`config.mk`:
```
export PLATFORM = sky130hd
export DESIGN_NAME = bmr_top
export DESIGN_NICKNAME = d
export VERILOG_FILES = /design/src/pkg/bmr_pkg.sv /design/src/hw/bmr_top.sv /design/src/hw/bmr_decode.sv
export SDC_FILE = /design/constraint.sdc
export NUM_CORES = 1
export LEC_CHECK = 0
export BUFFER_PORTS_ARGS = -buffer_cell sky130_fd_sc_hd__buf_2
export CAP_MARGIN = 20
export CORE_AREA = 8 8 72 74
export CTS_BUF_LIST = sky130_fd_sc_hd__clkbuf_8 sky130_fd_sc_hd__clkbuf_16
export DETAILED_ROUTE_END_ITERATION = 10
export DIE_AREA = 0 0 80 82
export GPL_ROUTABILITY_DRIVEN = 0
export GPL_TIMING_DRIVEN = 0
export PLACE_DENSITY = 0.89
export SLEW_MARGIN = 20
export SYNTH_ARGS = -nofsm -noshare
export SYNTH_HDL_FRONTEND = slang
export SYNTH_SLANG_ARGS = --single-unit
```
`constraint.sdc`:
```
create_clock -name ref_clk -period 1.7 [get_ports ref_clk]
set_input_delay 0.085 -clock ref_clk [delete_from_list [all_inputs] [get_ports ref_clk]]
set_output_delay 0.085 -clock ref_clk [all_outputs]
set_load 0.02 [all_outputs]
```
`src/pkg/bmr_pkg.sv`:
```
package bmr_pkg;

	// ==========================================
	// Register map
	localparam logic [7:0] CFG_REG_ADDR    = 8'h90;  // low byte of the mapped register window
	localparam logic [7:0] CTL_REG_ADDR    = 8'h91;  // host link control (attach)
	localparam int         MAP_SWITCH_BIT  = 0;
	localparam int         REV_LSB         = 1;
	localparam int         REV_MSB         = 4;
	localparam int         ATTACH_BIT      = 7;
	localparam logic [7:0] CFG_WR_MASK     = 8'hc0;  // clock select and interrupt source bits
	localparam logic [7:0] CTL_WR_MASK     = 8'h7f;  // other link control bits, stored only

	// ==========================================
	// Address windows
	localparam logic [15:0] ROM_LO_BASE    = 16'h0000;
	localparam logic [15:0] ROM_LO_TOP     = 16'h17ff;
	localparam logic [15:0] ROM_HI_BASE    = 16'h8000;
	localparam logic [15:0] ROM_HI_TOP     = 16'h97ff;
	localparam logic [15:0] RAM_BASE       = 16'h0000;
	localparam logic [15:0] RAM_TOP        = 16'h1fff;
	localparam logic [15:0] IO_BASE        = 16'hfd80;
	localparam logic [15:0] IO_TOP         = 16'hffff;
	localparam logic [15:0] RESET_VECTOR   = 16'h0000;

	// ==========================================
	// Decode targets
	typedef enum logic [2:0] {
		TGT_NONE = 3'b000,
		TGT_ROM  = 3'b001,
		TGT_RAM  = 3'b010,
		TGT_IO   = 3'b011
	} bmr_target_type;

	// ==========================================
	// Boot sequence
	typedef enum logic [2:0] {
		BS_FETCH  = 3'b000,
		BS_LOAD   = 3'b001,
		BS_SWITCH = 3'b010,
		BS_ATTACH = 3'b011,
		BS_RUN    = 3'b100
	} bmr_boot_type;

	function automatic logic bmr_in_range(input logic [15:0] a, input logic [15:0] lo, input logic [15:0] hi);
		return (a >= lo) && (a <= hi);
	endfunction

endpackage

```
`src/hw/bmr_top.sv`:
```
// Decided for this implementation: the register offsets and the strobed register port.
module bmr_top #(
	parameter logic [3:0] REVISION    = 4'h1,  // arbitrary revision code
	parameter bit         ROM_VARIANT = 1'b0   // mask ROM part: code lives in ROM
) (
	input  wire logic        ref_clk,        // core clock
	input  wire logic        rst,            // power-up or function reset
	input  wire logic        clk_en,         // freezes all state while low
	input  wire logic [7:0]  reg_addr,       // register address (low byte)
	input  wire logic [7:0]  reg_wdata,      // register write data
	input  wire logic        reg_wr,         // register write strobe
	input  wire logic        reg_rd,         // register read strobe
	output logic      [7:0]  reg_rdata,      // read data, cycle after strobe
	input  wire logic [15:0] code_addr,      // core code fetch address
	input  wire logic        code_req,       // core code fetch strobe
	input  wire logic [15:0] data_addr,      // core data address
	input  wire logic        data_rd,        // core data read strobe
	input  wire logic        data_wr,        // core data write strobe
	input  wire logic        eeprom_sig_ok,  // boot code found EEPROM signature
	input  wire logic        load_done,      // boot code finished loading
	output logic             rom_sel,        // ROM selected for code
	output logic             code_ram_sel,   // RAM selected for code
	output logic             data_ram_sel,   // RAM selected for data
	output logic             data_ram_we,    // RAM write enable
	output logic             io_sel,         // buffer / register / I/O window
	output logic [12:0]      mem_addr,       // offset into selected memory
	output logic             boot_map_switch, // map switch state
	output logic             bus_attach,     // USB attach state
	output logic             boot_from_usb,  // loader source is USB
	output logic [2:0]       boot_phase      // boot sequence state
);

	// ==========================================
	// Register state
	logic                   map_q,    map_d;
	logic [7:0]             cfg_q,    cfg_d;
	logic [7:0]             ctl_q,    ctl_d;
	logic [7:0]             rdata_q,  rdata_d;
	logic                   usb_src_q, usb_src_d;
	bmr_pkg::bmr_boot_type  boot_q,   boot_d;

	wire logic cfg_hit;
	wire logic ctl_hit;
	wire logic map_set;
	wire logic map_eff;
	wire logic attach_req;
	wire logic [7:0] cfg_view;
	wire logic [7:0] ctl_view;

	assign cfg_hit = reg_addr == bmr_pkg::CFG_REG_ADDR;
	assign ctl_hit = reg_addr == bmr_pkg::CTL_REG_ADDR;

	// A one sets the switch; zero leaves it, so it can only go back by reset
	assign map_set = reg_wr && cfg_hit && reg_wdata[bmr_pkg::MAP_SWITCH_BIT];
	assign map_d   = map_q | map_set;

	// Attach is ignored while still in boot mode, so the host never sees boot code
	assign attach_req = reg_wr && ctl_hit && map_q;
	assign ctl_d      = attach_req ? (reg_wdata & bmr_pkg::CTL_WR_MASK) |
	                                 (reg_wdata & ~bmr_pkg::CTL_WR_MASK) :
	                    (reg_wr && ctl_hit) ? (reg_wdata & bmr_pkg::CTL_WR_MASK) |
	                                          (ctl_q & ~bmr_pkg::CTL_WR_MASK) :
	                    ctl_q;

	assign cfg_d = (reg_wr && cfg_hit) ? (reg_wdata & bmr_pkg::CFG_WR_MASK) : cfg_q;

	// Revision field forced in, bit 5 masked, bit 0 shows the map switch, stored bits 7:6 pass through
	assign cfg_view = {cfg_q[7:6], 1'b0, REVISION, map_q};
	assign ctl_view = ctl_q;

	assign rdata_d = !reg_rd ? 8'h00 :
	                 cfg_hit ? cfg_view :
	                 ctl_hit ? ctl_view :
	                 8'h00;

	// ==========================================
	// Boot sequence tracking
	assign usb_src_d = (boot_q == bmr_pkg::BS_FETCH && code_req) ? ~eeprom_sig_ok : usb_src_q;

	always_comb begin
		boot_d = boot_q;
		unique case (boot_q)
			bmr_pkg::BS_FETCH: begin
				if (code_req) begin
					boot_d = bmr_pkg::BS_LOAD;
				end
			end
			bmr_pkg::BS_LOAD: begin
				if (load_done || map_q) begin
					boot_d = bmr_pkg::BS_SWITCH;
				end
			end
			bmr_pkg::BS_SWITCH: begin
				if (map_q) begin
					boot_d = bmr_pkg::BS_ATTACH;
				end
			end
			bmr_pkg::BS_ATTACH: begin
				if (ctl_q[bmr_pkg::ATTACH_BIT]) begin
					boot_d = bmr_pkg::BS_RUN;
				end
			end
			bmr_pkg::BS_RUN: begin
				boot_d = bmr_pkg::BS_RUN;
			end
			default: begin
				boot_d = bmr_pkg::BS_FETCH;
			end
		endcase
	end

	always_ff @(posedge ref_clk or posedge rst) begin
		if (rst) begin
			map_q     <= 1'b0;
			ctl_q     <= 8'h00;
			cfg_q     <= 8'h00;
			rdata_q   <= 8'h00;
			usb_src_q <= 1'b0;
			boot_q    <= bmr_pkg::BS_FETCH;
		end else if (clk_en) begin
			map_q     <= map_d;
			ctl_q     <= ctl_d;
			cfg_q     <= cfg_d;
			rdata_q   <= rdata_d;
			usb_src_q <= usb_src_d;
			boot_q    <= boot_d;
		end
	end

	// ==========================================
	// Address decode
	bmr_pkg::bmr_target_type code_tgt;
	bmr_pkg::bmr_target_type data_tgt;

	// Mask ROM part keeps boot map decode; code RAM would hold nothing useful there
	assign map_eff = map_q && !ROM_VARIANT;

	bmr_decode u_decode (
		.code_addr  (code_addr),
		.data_addr  (data_addr),
		.map_normal (map_eff),
		.code_tgt   (code_tgt),
		.data_tgt   (data_tgt)
	);

	wire logic        rom_d;
	wire logic        cram_d;
	wire logic        dram_d;
	wire logic        we_d;
	wire logic        io_d;
	wire logic [12:0] addr_d;

	assign rom_d  = code_req && code_tgt == bmr_pkg::TGT_ROM;
	assign cram_d = code_req && code_tgt == bmr_pkg::TGT_RAM;
	assign dram_d = (data_rd || data_wr) && data_tgt == bmr_pkg::TGT_RAM;
	// Code RAM has no data path in normal mode, so no write can reach it
	assign we_d   = data_wr && data_tgt == bmr_pkg::TGT_RAM && !map_eff;
	assign io_d   = (data_rd || data_wr) && data_tgt == bmr_pkg::TGT_IO;
	assign addr_d = code_req ? code_addr[12:0] : data_addr[12:0];

	logic        rom_q, cram_q, dram_q, we_q, io_q;
	logic [12:0] addr_q;

	always_ff @(posedge ref_clk or posedge rst) begin
		if (rst) begin
			rom_q  <= 1'b0;
			cram_q <= 1'b0;
			dram_q <= 1'b0;
			we_q   <= 1'b0;
			io_q   <= 1'b0;
			addr_q <= 13'h0000;
		end else if (clk_en) begin
			rom_q  <= rom_d;
			cram_q <= cram_d;
			dram_q <= dram_d;
			we_q   <= we_d;
			io_q   <= io_d;
			addr_q <= addr_d;
		end
	end

	assign reg_rdata       = rdata_q;
	assign rom_sel         = rom_q;
	assign code_ram_sel    = cram_q;
	assign data_ram_sel    = dram_q;
	assign data_ram_we     = we_q;
	assign io_sel          = io_q;
	assign mem_addr        = addr_q;
	assign boot_map_switch = map_q;
	assign bus_attach      = ctl_q[bmr_pkg::ATTACH_BIT];
	assign boot_from_usb   = usb_src_q;
	assign boot_phase      = boot_q;

endmodule // bmr_top

```
`src/hw/bmr_decode.sv`:
```
module bmr_decode (
	input  wire logic [15:0]             code_addr,   // code fetch address
	input  wire logic [15:0]             data_addr,   // data access address
	input  wire logic                    map_normal,  // map switch as seen by decode
	output bmr_pkg::bmr_target_type      code_tgt,    // code space target
	output bmr_pkg::bmr_target_type      data_tgt     // data space target
);

	wire logic code_rom_lo;
	wire logic code_rom_hi;
	wire logic code_ram;
	wire logic data_ram;
	wire logic data_io;

	assign code_rom_lo = bmr_pkg::bmr_in_range(code_addr, bmr_pkg::ROM_LO_BASE, bmr_pkg::ROM_LO_TOP);
	assign code_rom_hi = bmr_pkg::bmr_in_range(code_addr, bmr_pkg::ROM_HI_BASE, bmr_pkg::ROM_HI_TOP);
	assign code_ram    = bmr_pkg::bmr_in_range(code_addr, bmr_pkg::RAM_BASE, bmr_pkg::RAM_TOP);
	assign data_ram    = bmr_pkg::bmr_in_range(data_addr, bmr_pkg::RAM_BASE, bmr_pkg::RAM_TOP);
	assign data_io     = bmr_pkg::bmr_in_range(data_addr, bmr_pkg::IO_BASE, bmr_pkg::IO_TOP);

	// Boot: ROM low and mirrored high; normal: RAM low, ROM high only
	assign code_tgt = code_rom_hi                ? bmr_pkg::TGT_ROM :
	                  (map_normal && code_ram)   ? bmr_pkg::TGT_RAM :
	                  (!map_normal && code_rom_lo) ? bmr_pkg::TGT_ROM :
	                  bmr_pkg::TGT_NONE;

	assign data_tgt = data_io                  ? bmr_pkg::TGT_IO  :
	                  (!map_normal && data_ram) ? bmr_pkg::TGT_RAM :
	                  bmr_pkg::TGT_NONE;

endmodule // bmr_decode

```
==> results.sh, run 1 <==
export IMPL_grt_busiest_layer="met2"
export IMPL_worstMarginPinSlew_ps=529
export IMPL_switching_power_uw=537
export IMPL_fin_worst_skew_ps=3.10
export IMPL_die_h_um=82
export IMPL_cts_tree="done"
export IMPL_hp_class="in2reg"
export IMPL_antennaDiodeCount=0
export IMPL_area_delta_synth_final_pct=34.2
export IMPL_clock_sinks=41
export IMPL_ioPinCount=90
export IMPL_max_freq_ghz=0.773
export IMPL_die_x_um=80
export IMPL_critPathKind="reg2reg"
export IMPL_grt_use_total_pct=15.5
export IMPL_clk_pin_slew_ps=80
export IMPL_synth_simple_gate_area_share_pct=13.5
export IMPL_synth_edf_count=0
export IMPL_antenna_left=0
export IMPL_seq_area_frac_synth_pct=54.0
export IMPL_syn_instance_count=175
export IMPL_grt_pass1_vias=1876
export IMPL_drive_gt1_share_pct=42.1
export IMPL_syn_avg_cell_area_um2=10.9
export IMPL_worst_setup_path_end_kind="flip-flop"
export IMPL_cp_data_arrival_time_ps=1470
export IMPL_crit_required_ps=1870
export IMPL_hold_buffers=2
export IMPL_worstSkewPairLatency_ps=280
export IMPL_status="finished, final reports clean"
export IMPL_grt_start_max_net_pins=24
export IMPL_cts_resized=0
export IMPL_synth_xor_area_share_pct=0
export IMPL_slew_violations=0
export IMPL_ys_flop_type="dfrtp_1"
export IMPL_utilization_pct=61.5
export IMPL_clkPwrFrac_pct=32.3
export IMPL_hold_violations=0
export IMPL_h_tree_depth=2
export IMPL_crit_fanout=9
export IMPL_finalSetupTns_ps=0
export IMPL_max_cap_violations=0
export IMPL_antenna_found_initial=0
export IMPL_async_flop_share_pct=100
export IMPL_drt_iter0_drc=23
export IMPL_grt_ovfl_total=0
export IMPL_relSlewSlack_pct=64.7
export IMPL_fin_crit_sh_pct=76.1
export IMPL_slowest_stage="dfrtp_1"
export IMPL_pwr_density_cell_nw_per_um2=815
export IMPL_fin_nets=330
export IMPL_use_met2_pct=27.6
export IMPL_wire_per_inst_um=15.6
export IMPL_cp_num_buf_inv=0
export IMPL_use_met1_pct=15.9
export IMPL_period_minus_slack_ps=1290
export IMPL_pwr_share_seq_pct=51.0
export IMPL_via_per_inst=5.16
export IMPL_drc_errors=0
export IMPL_path_delay_family="flip-flops"
export IMPL_synth_top_family_by_area="multiplexers"
export IMPL_setup_viol=0
export IMPL_combPwrFrac_pct=16.7
export IMPL_synth_compound_area_share_pct=11.8
export IMPL_post_cts_buffers=0
export IMPL_ys_ff_latch=41
export IMPL_netlist_area_um2=1900
export IMPL_swShare_pct=25.9
export IMPL_irDropWorstVdd_uv=487
export IMPL_core_um2=4140
export IMPL_grt_pass1_wl_um=8160
export IMPL_drt_total_wl_um=5080
export IMPL_grt_met3_usage_pct=7.44
export IMPL_p_leak_nw=1.31
export IMPL_syn_num_nets=233
export IMPL_vias=1678
export IMPL_synth_cell_types=29
export IMPL_dp_hpwl_um=4130
export IMPL_rsz0062_at_grt="no"
export IMPL_power_internal_mw=1.54
export IMPL_first_pass_iters=4
export IMPL_start_util_pct=45.8
export IMPL_clock_root_buffer="clkbuf_8"
export IMPL_cts_buffers=5
export IMPL_max_stage_delay_ps=560
export IMPL_crit_path_cell_trace="and3_1 -> nand3_1 -> mux2_2"
export IMPL_synthAdderAreaFrac_pct=0
export IMPL_placementRows=24
export IMPL_dieArea_um2=6560
export IMPL_clock_path_buffers=2
export IMPL_port_buffers=87
export IMPL_startpoint_type="flip-flop"
export IMPL_synth_area_mux_share_pct=15.5
export IMPL_synth_warnings=0
-- path summary, 6_finish.rpt --
| check | startpoint | cells past startpoint | slack, ps | to |
|---|---|---|---|---|
| min in group asynchronous | rst | 3 | 350 | ctl_q[1] |
| hold reg to reg | ctl_q[0] | 1 | 510 | ctl_q[0] |
| max in group asynchronous | rst | 4 | 900 | mem_addr[2] |
| setup reg to reg | boot_map_switch | 3 | 410 | ctl_q[7] |
| setup / recovery | boot_map_switch | 3 | 410 | ctl_q[7] |
| hold / removal | reg_wdata[1] | 2 | 30 | ctl_q[1] |
-- cells in the final DEF (no fill, tap or decap) --
master / n
clkbuf_1: 4
nor2_1: 14
dlygate4sd3_1: 2
nand2b_1: 1
mux2i_1: 17
nand4_1: 2
and4bb_2: 1
buf_16: 1
nand2_1: 5
o21ai_0: 7
nand4b_1: 2
or3_1: 1
nand4_4: 1
o22ai_1: 10
inv_2: 1
a21oi_1: 17
nand3_1: 7
clkinv_2: 1
a21boi_0: 1
a31oi_1: 1
nor4b_4: 1
nor3b_1: 1
clkbuf_8: 7
dfrtp_1: 41
mux2_2: 11
inv_1: 16
o2111ai_1: 1
a211o_1: 1
and3_1: 1
nor2b_1: 1
o211a_1: 1
nor4b_1: 2
nor4_1: 2
buf_2: 91
-- through the flow --
stage | worst slack, ps | hold slack [ps] | std cells | instance area [µm²] | total power [mW]
floorplan | 496 | 189 | 175 | 1900 | 1.26
global placement | 191 | 279 | 314 | 2400 | 1.40
detailed placement | 295 | 112 | 315 | 2430 | 1.42
CTS | 409 | 25.0 | 325 | 2550 | 2.10
global route | 323 | 12.3 | 325 | 2550 | 2.18
finish | 407 | 27.4 | 325 | 2550 | 2.08
-- per-layer routing --
layer  vias to the layer above  part of all wire, %
met2                        81                   47
met1                       771                   39
met5                         -                    0
li1                        818                    -
met4                         0                 0.94
met3                         8                   13
-- registers in the layout (all words and copies together) (netlist names), 2 cells and up --
signal	flops
mem_addr	13
ctl_q	8
reg_rdata	8
boot_phase	3
cfg_q	2
-- power groups by stage --
stage | clock network, mW | registers, mW | logic [mW]
2_1_floorplan | 0 | 1.13 | 0.129
3_3_place_gp | 0 | 1.07 | 0.331
3_5_place_dp | 0 | 1.08 | 0.348
4_1_cts | 0.690 | 1.06 | 0.352
5_1_grt | 0.734 | 1.06 | 0.381
6_report | 0.672 | 1.06 | 0.347
-- final cells by class --
| type | instances | area [µm²] |
|---|---|---|
| fill | 349 | 1600 |
| buffer | 8 | 35.0 |
| timing repair buffer | 90 | 483 |
| clock inverter | 1 | 5.00 |
| sequential | 41 | 1030 |
| inverter | 17 | 63.8 |
| multi-input combinational | 109 | 774 |
| tap | 52 | 65.1 |
| clock buffer | 7 | 96.3 |
-- logic make-up (layout without fill, tap and decap cells) --
logic type             Yosys count  in the layout
AO/OA/AOI/OAI                   39             39
buffers and inverters           25            123
flip-flops                      41             41
multiplexers                    28             28
AND/OR/NAND/NOR                 42             42
-- synth_stat cells (all sizes together), types with 2 or more instances --
master | instances | area, µm²
mux2 | 11 | 124
nor2 | 14 | 52.6
nand4 | 3 | 33.8
mux2i | 17 | 170
o22ai | 10 | 62.6
nand4b | 2 | 17.5
nand3 | 7 | 35.0
nand2 | 5 | 18.8
o21ai | 7 | 35.0
inv | 17 | 63.8
clkbuf | 4 | 15.0
nor4b | 3 | 41.3
buf | 4 | 20.0
nor4 | 2 | 12.5
a21oi | 17 | 85.1
dfrtp | 41 | 1030
Power figures use the tool's default switching activity.
==> inputs of run 2 (changes only) <==
--- a/config.mk
+++ b/config.mk
@@ -7,13 +7,13 @@
 export LEC_CHECK = 0
 export BUFFER_PORTS_ARGS = -buffer_cell sky130_fd_sc_hd__buf_2
 export CAP_MARGIN = 20
-export CORE_AREA = 8 8 72 74
+export CORE_AREA = 8 8 74 76
 export CTS_BUF_LIST = sky130_fd_sc_hd__clkbuf_8 sky130_fd_sc_hd__clkbuf_16
 export DETAILED_ROUTE_END_ITERATION = 10
-export DIE_AREA = 0 0 80 82
+export DIE_AREA = 0 0 82 84
 export GPL_ROUTABILITY_DRIVEN = 0
 export GPL_TIMING_DRIVEN = 0
-export PLACE_DENSITY = 0.89
+export PLACE_DENSITY = 0.85
 export SLEW_MARGIN = 20
 export SYNTH_ARGS = -nofsm -noshare
 export SYNTH_HDL_FRONTEND = slang
==> constraint.sdc (replaced) <==
create_clock -name ref_clk -period 1.2 [get_ports ref_clk]
set_input_delay 0.06 -clock ref_clk [delete_from_list [all_inputs] [get_ports ref_clk]]
set_output_delay 0.06 -clock ref_clk [all_outputs]
set_load 0.02 [all_outputs]
==> run 2 against run 1 <==
Compared with the run above:
- largest cell class unchanged
- setup slack worse by 410 ps
- first-iteration DRC count up 70%
- design area grew 3.7%
- non-clock buffer count up 7
- via count increased by 4.7%
- clock skew is 4.8 ps higher
- sequential share of layout area down 1.3 points
- critical path type unchanged
- sequential power rose by 42%
- routed wire length increased by 6.0%
- largest power group unchanged
- the flow now finishes with violations (negative setup slack)
==> results.sh, run 2 (same netlist as run 1, synthesis figures left out) <==
export IMPL_grt_pass1_wl_um=8470
export IMPL_cts_tree="done"
export IMPL_max_freq_ghz=0.831
export IMPL_dr_wl_met2_um=2510
export IMPL_final_cell_mix="buf_2, dfrtp_1, mux2i_1"
export IMPL_irDropWorstVdd_uv=576
export IMPL_area_delta_synth_final_pct=39.1
export IMPL_violations="negative setup slack"
export IMPL_wire_per_inst_um=16.2
export IMPL_antennaDiodeCount=0
export IMPL_drt_iter0_drc=39
export IMPL_worst_setup_path_end_kind="flip-flop"
export IMPL_worstSkewPairLatency_ps=290
export IMPL_setup_viol=1
export IMPL_post_dp_cell_area_um2=2430
export IMPL_design_area_um2=2640
export IMPL_pwr_share_seq_pct=52.2
export IMPL_grt_pass1_vias=1824
export IMPL_fin_worst_skew_ps=7.86
export IMPL_rsz0062_at_grt="yes"
export IMPL_ioPinCount=90
export IMPL_largest_reg_flops=13
export IMPL_power_internal_mw=2.08
export IMPL_drc_errors=0
export IMPL_h_tree_depth=2
export IMPL_clock_root_buffer="clkbuf_8"
export IMPL_crit_fanout=8
export IMPL_routed_top_layer="met4"
export IMPL_drt_total_wl_um=5380
export IMPL_fin_ws_ps=-3.86
export IMPL_critPathKind="reg2reg"
export IMPL_grt_ovfl_total=0
export IMPL_relSlewSlack_pct=63.6
export IMPL_wl_met3_um=635
export IMPL_fin_nets=337
export IMPL_clock_sinks=41
export IMPL_dieArea_um2=6890
export IMPL_grt_use_total_pct=15.2
export IMPL_clkPwrFrac_pct=29.9
export IMPL_switching_power_uw=809
export IMPL_period_minus_slack_ps=1200
export IMPL_fin_crit_sh_pct=100
export IMPL_worstMarginPinSlew_ps=546
export IMPL_swShare_pct=28.0
export IMPL_hp_class="in2reg"
export IMPL_final_common_cell="buf_2"
export IMPL_via_per_inst=5.29
export IMPL_grt_start_max_net_pins=25
export IMPL_hold_violations=0
export IMPL_finalSetupTns_ps=-3.86
export IMPL_placementRows=24
export IMPL_slew_violations=0
export IMPL_cts_buffers=5
export IMPL_core_um2=4260
export IMPL_first_pass_iters=4
export IMPL_clock_path_buffers=2
export IMPL_startpoint_type="flip-flop"
export IMPL_crit_required_ps=1380
export IMPL_dp_hpwl_um=4210
export IMPL_status="finished with violations"
export IMPL_die_x_um=82
export IMPL_combPwrFrac_pct=17.9
export IMPL_vias=1757
export IMPL_clk_pin_slew_ps=80
export IMPL_wl_met1_um=2190
export IMPL_p_leak_nw=1.34
export IMPL_port_buffers=87
export IMPL_max_cap_violations=0
export IMPL_antenna_left=0
export IMPL_cp_data_arrival_time_ps=1380
export IMPL_pwr_density_cell_nw_per_um2=1090
export IMPL_die_h_um=84
export IMPL_antenna_found_initial=0
export IMPL_drive_gt1_share_pct=44.3
export IMPL_start_util_pct=44.5
-- run 2: changes by cell type in the layout (fill, tap and decap cells not counted), moves of 2 or more --
cell / before / now
buf_4: 0 / 2
dfrtp_2: 0 / 3
dlygate4sd3_1: 2 / 7
dfrtp_1: 41 / 38
clkbuf_8: 7 / 5
-- run 2: power by group through the flow --
stage | combinational (mW) | clock, mW | sequential (mW)
2_1_floorplan | 0.182 | 0 | 1.60
3_3_place_gp | 0.471 | 0 | 1.52
3_5_place_dp | 0.493 | 0 | 1.53
4_1_cts | 0.512 | 0.890 | 1.50
5_1_grt | 0.565 | 0.941 | 1.52
6_report | 0.517 | 0.865 | 1.51
-- run 2: final timing paths --
path | to | start | slack (ps) | depth (start not counted)
min in group asynchronous | io_sel | rst | 310 | 3
worst max-delay path | ctl_q[7] | boot_map_switch | -4 | 3
worst max register to register | ctl_q[7] | boot_map_switch | -4 | 3
worst min register to register | io_sel | io_sel | 510 | 1
max in group asynchronous | boot_phase[0] | rst | 440 | 4
worst min-delay path | ctl_q[6] | reg_wdata[6] | 10 | 2
-- run 2: what timing repair did --
action | CTS | global route
gates cloned | 0 | 0
endpoints found under the setup margin | 4 | 5
setup buffers | 1 | 1
gates resized for setup | 2 | 6
hold buffers | 7 | 0
hold endpoints to repair | 23 | 0
pin swaps | 2 | 1
-- run 2: worst max-delay path: stages (launching register included) --
cell     delay, ps
dfrtp_2        500
and3_1         170
nand3_1         90
mux2_2         330
-- run 2: final cells by class --
| type | count | area [µm²] |
|---|---|---|
| clock inverters | 3 | 17.5 |
| fillers | 350 | 1620 |
| inverters | 17 | 63.8 |
| repair buffers | 97 | 548 |
| plain buffers | 8 | 35.0 |
| flip-flops and latches | 41 | 1030 |
| clock buffers | 5 | 68.8 |
| well taps | 52 | 65.1 |
| multi-input cells | 109 | 815 |
-- run 2: per-layer routing --
layer | vias to the layer above | track usage (%)
met1 | 828 | 18.6
met3 | 9 | 5.28
met2 | 84 | 24.4
li1 | 836 | -
met5 | - | 0
met4 | 0 | 3.83
-- run 2: through the flow --
step | util (%) | hold WS (ps) | setup slack [ps] | total power, mW | std cells
after floorplan | - | 164 | 10.3 | 1.78 | 175
after global placement | 56.3 | 250 | -432 | 1.99 | 314
after detailed placement | 57.0 | 75.0 | -182 | 2.02 | 315
after CTS | 61.1 | 5.25 | 3.69 | 2.90 | 331
after global routing | 62.0 | 17.6 | -35.1 | 3.02 | 332
final | 62.0 | 14.9 | -3.86 | 2.89 | 332
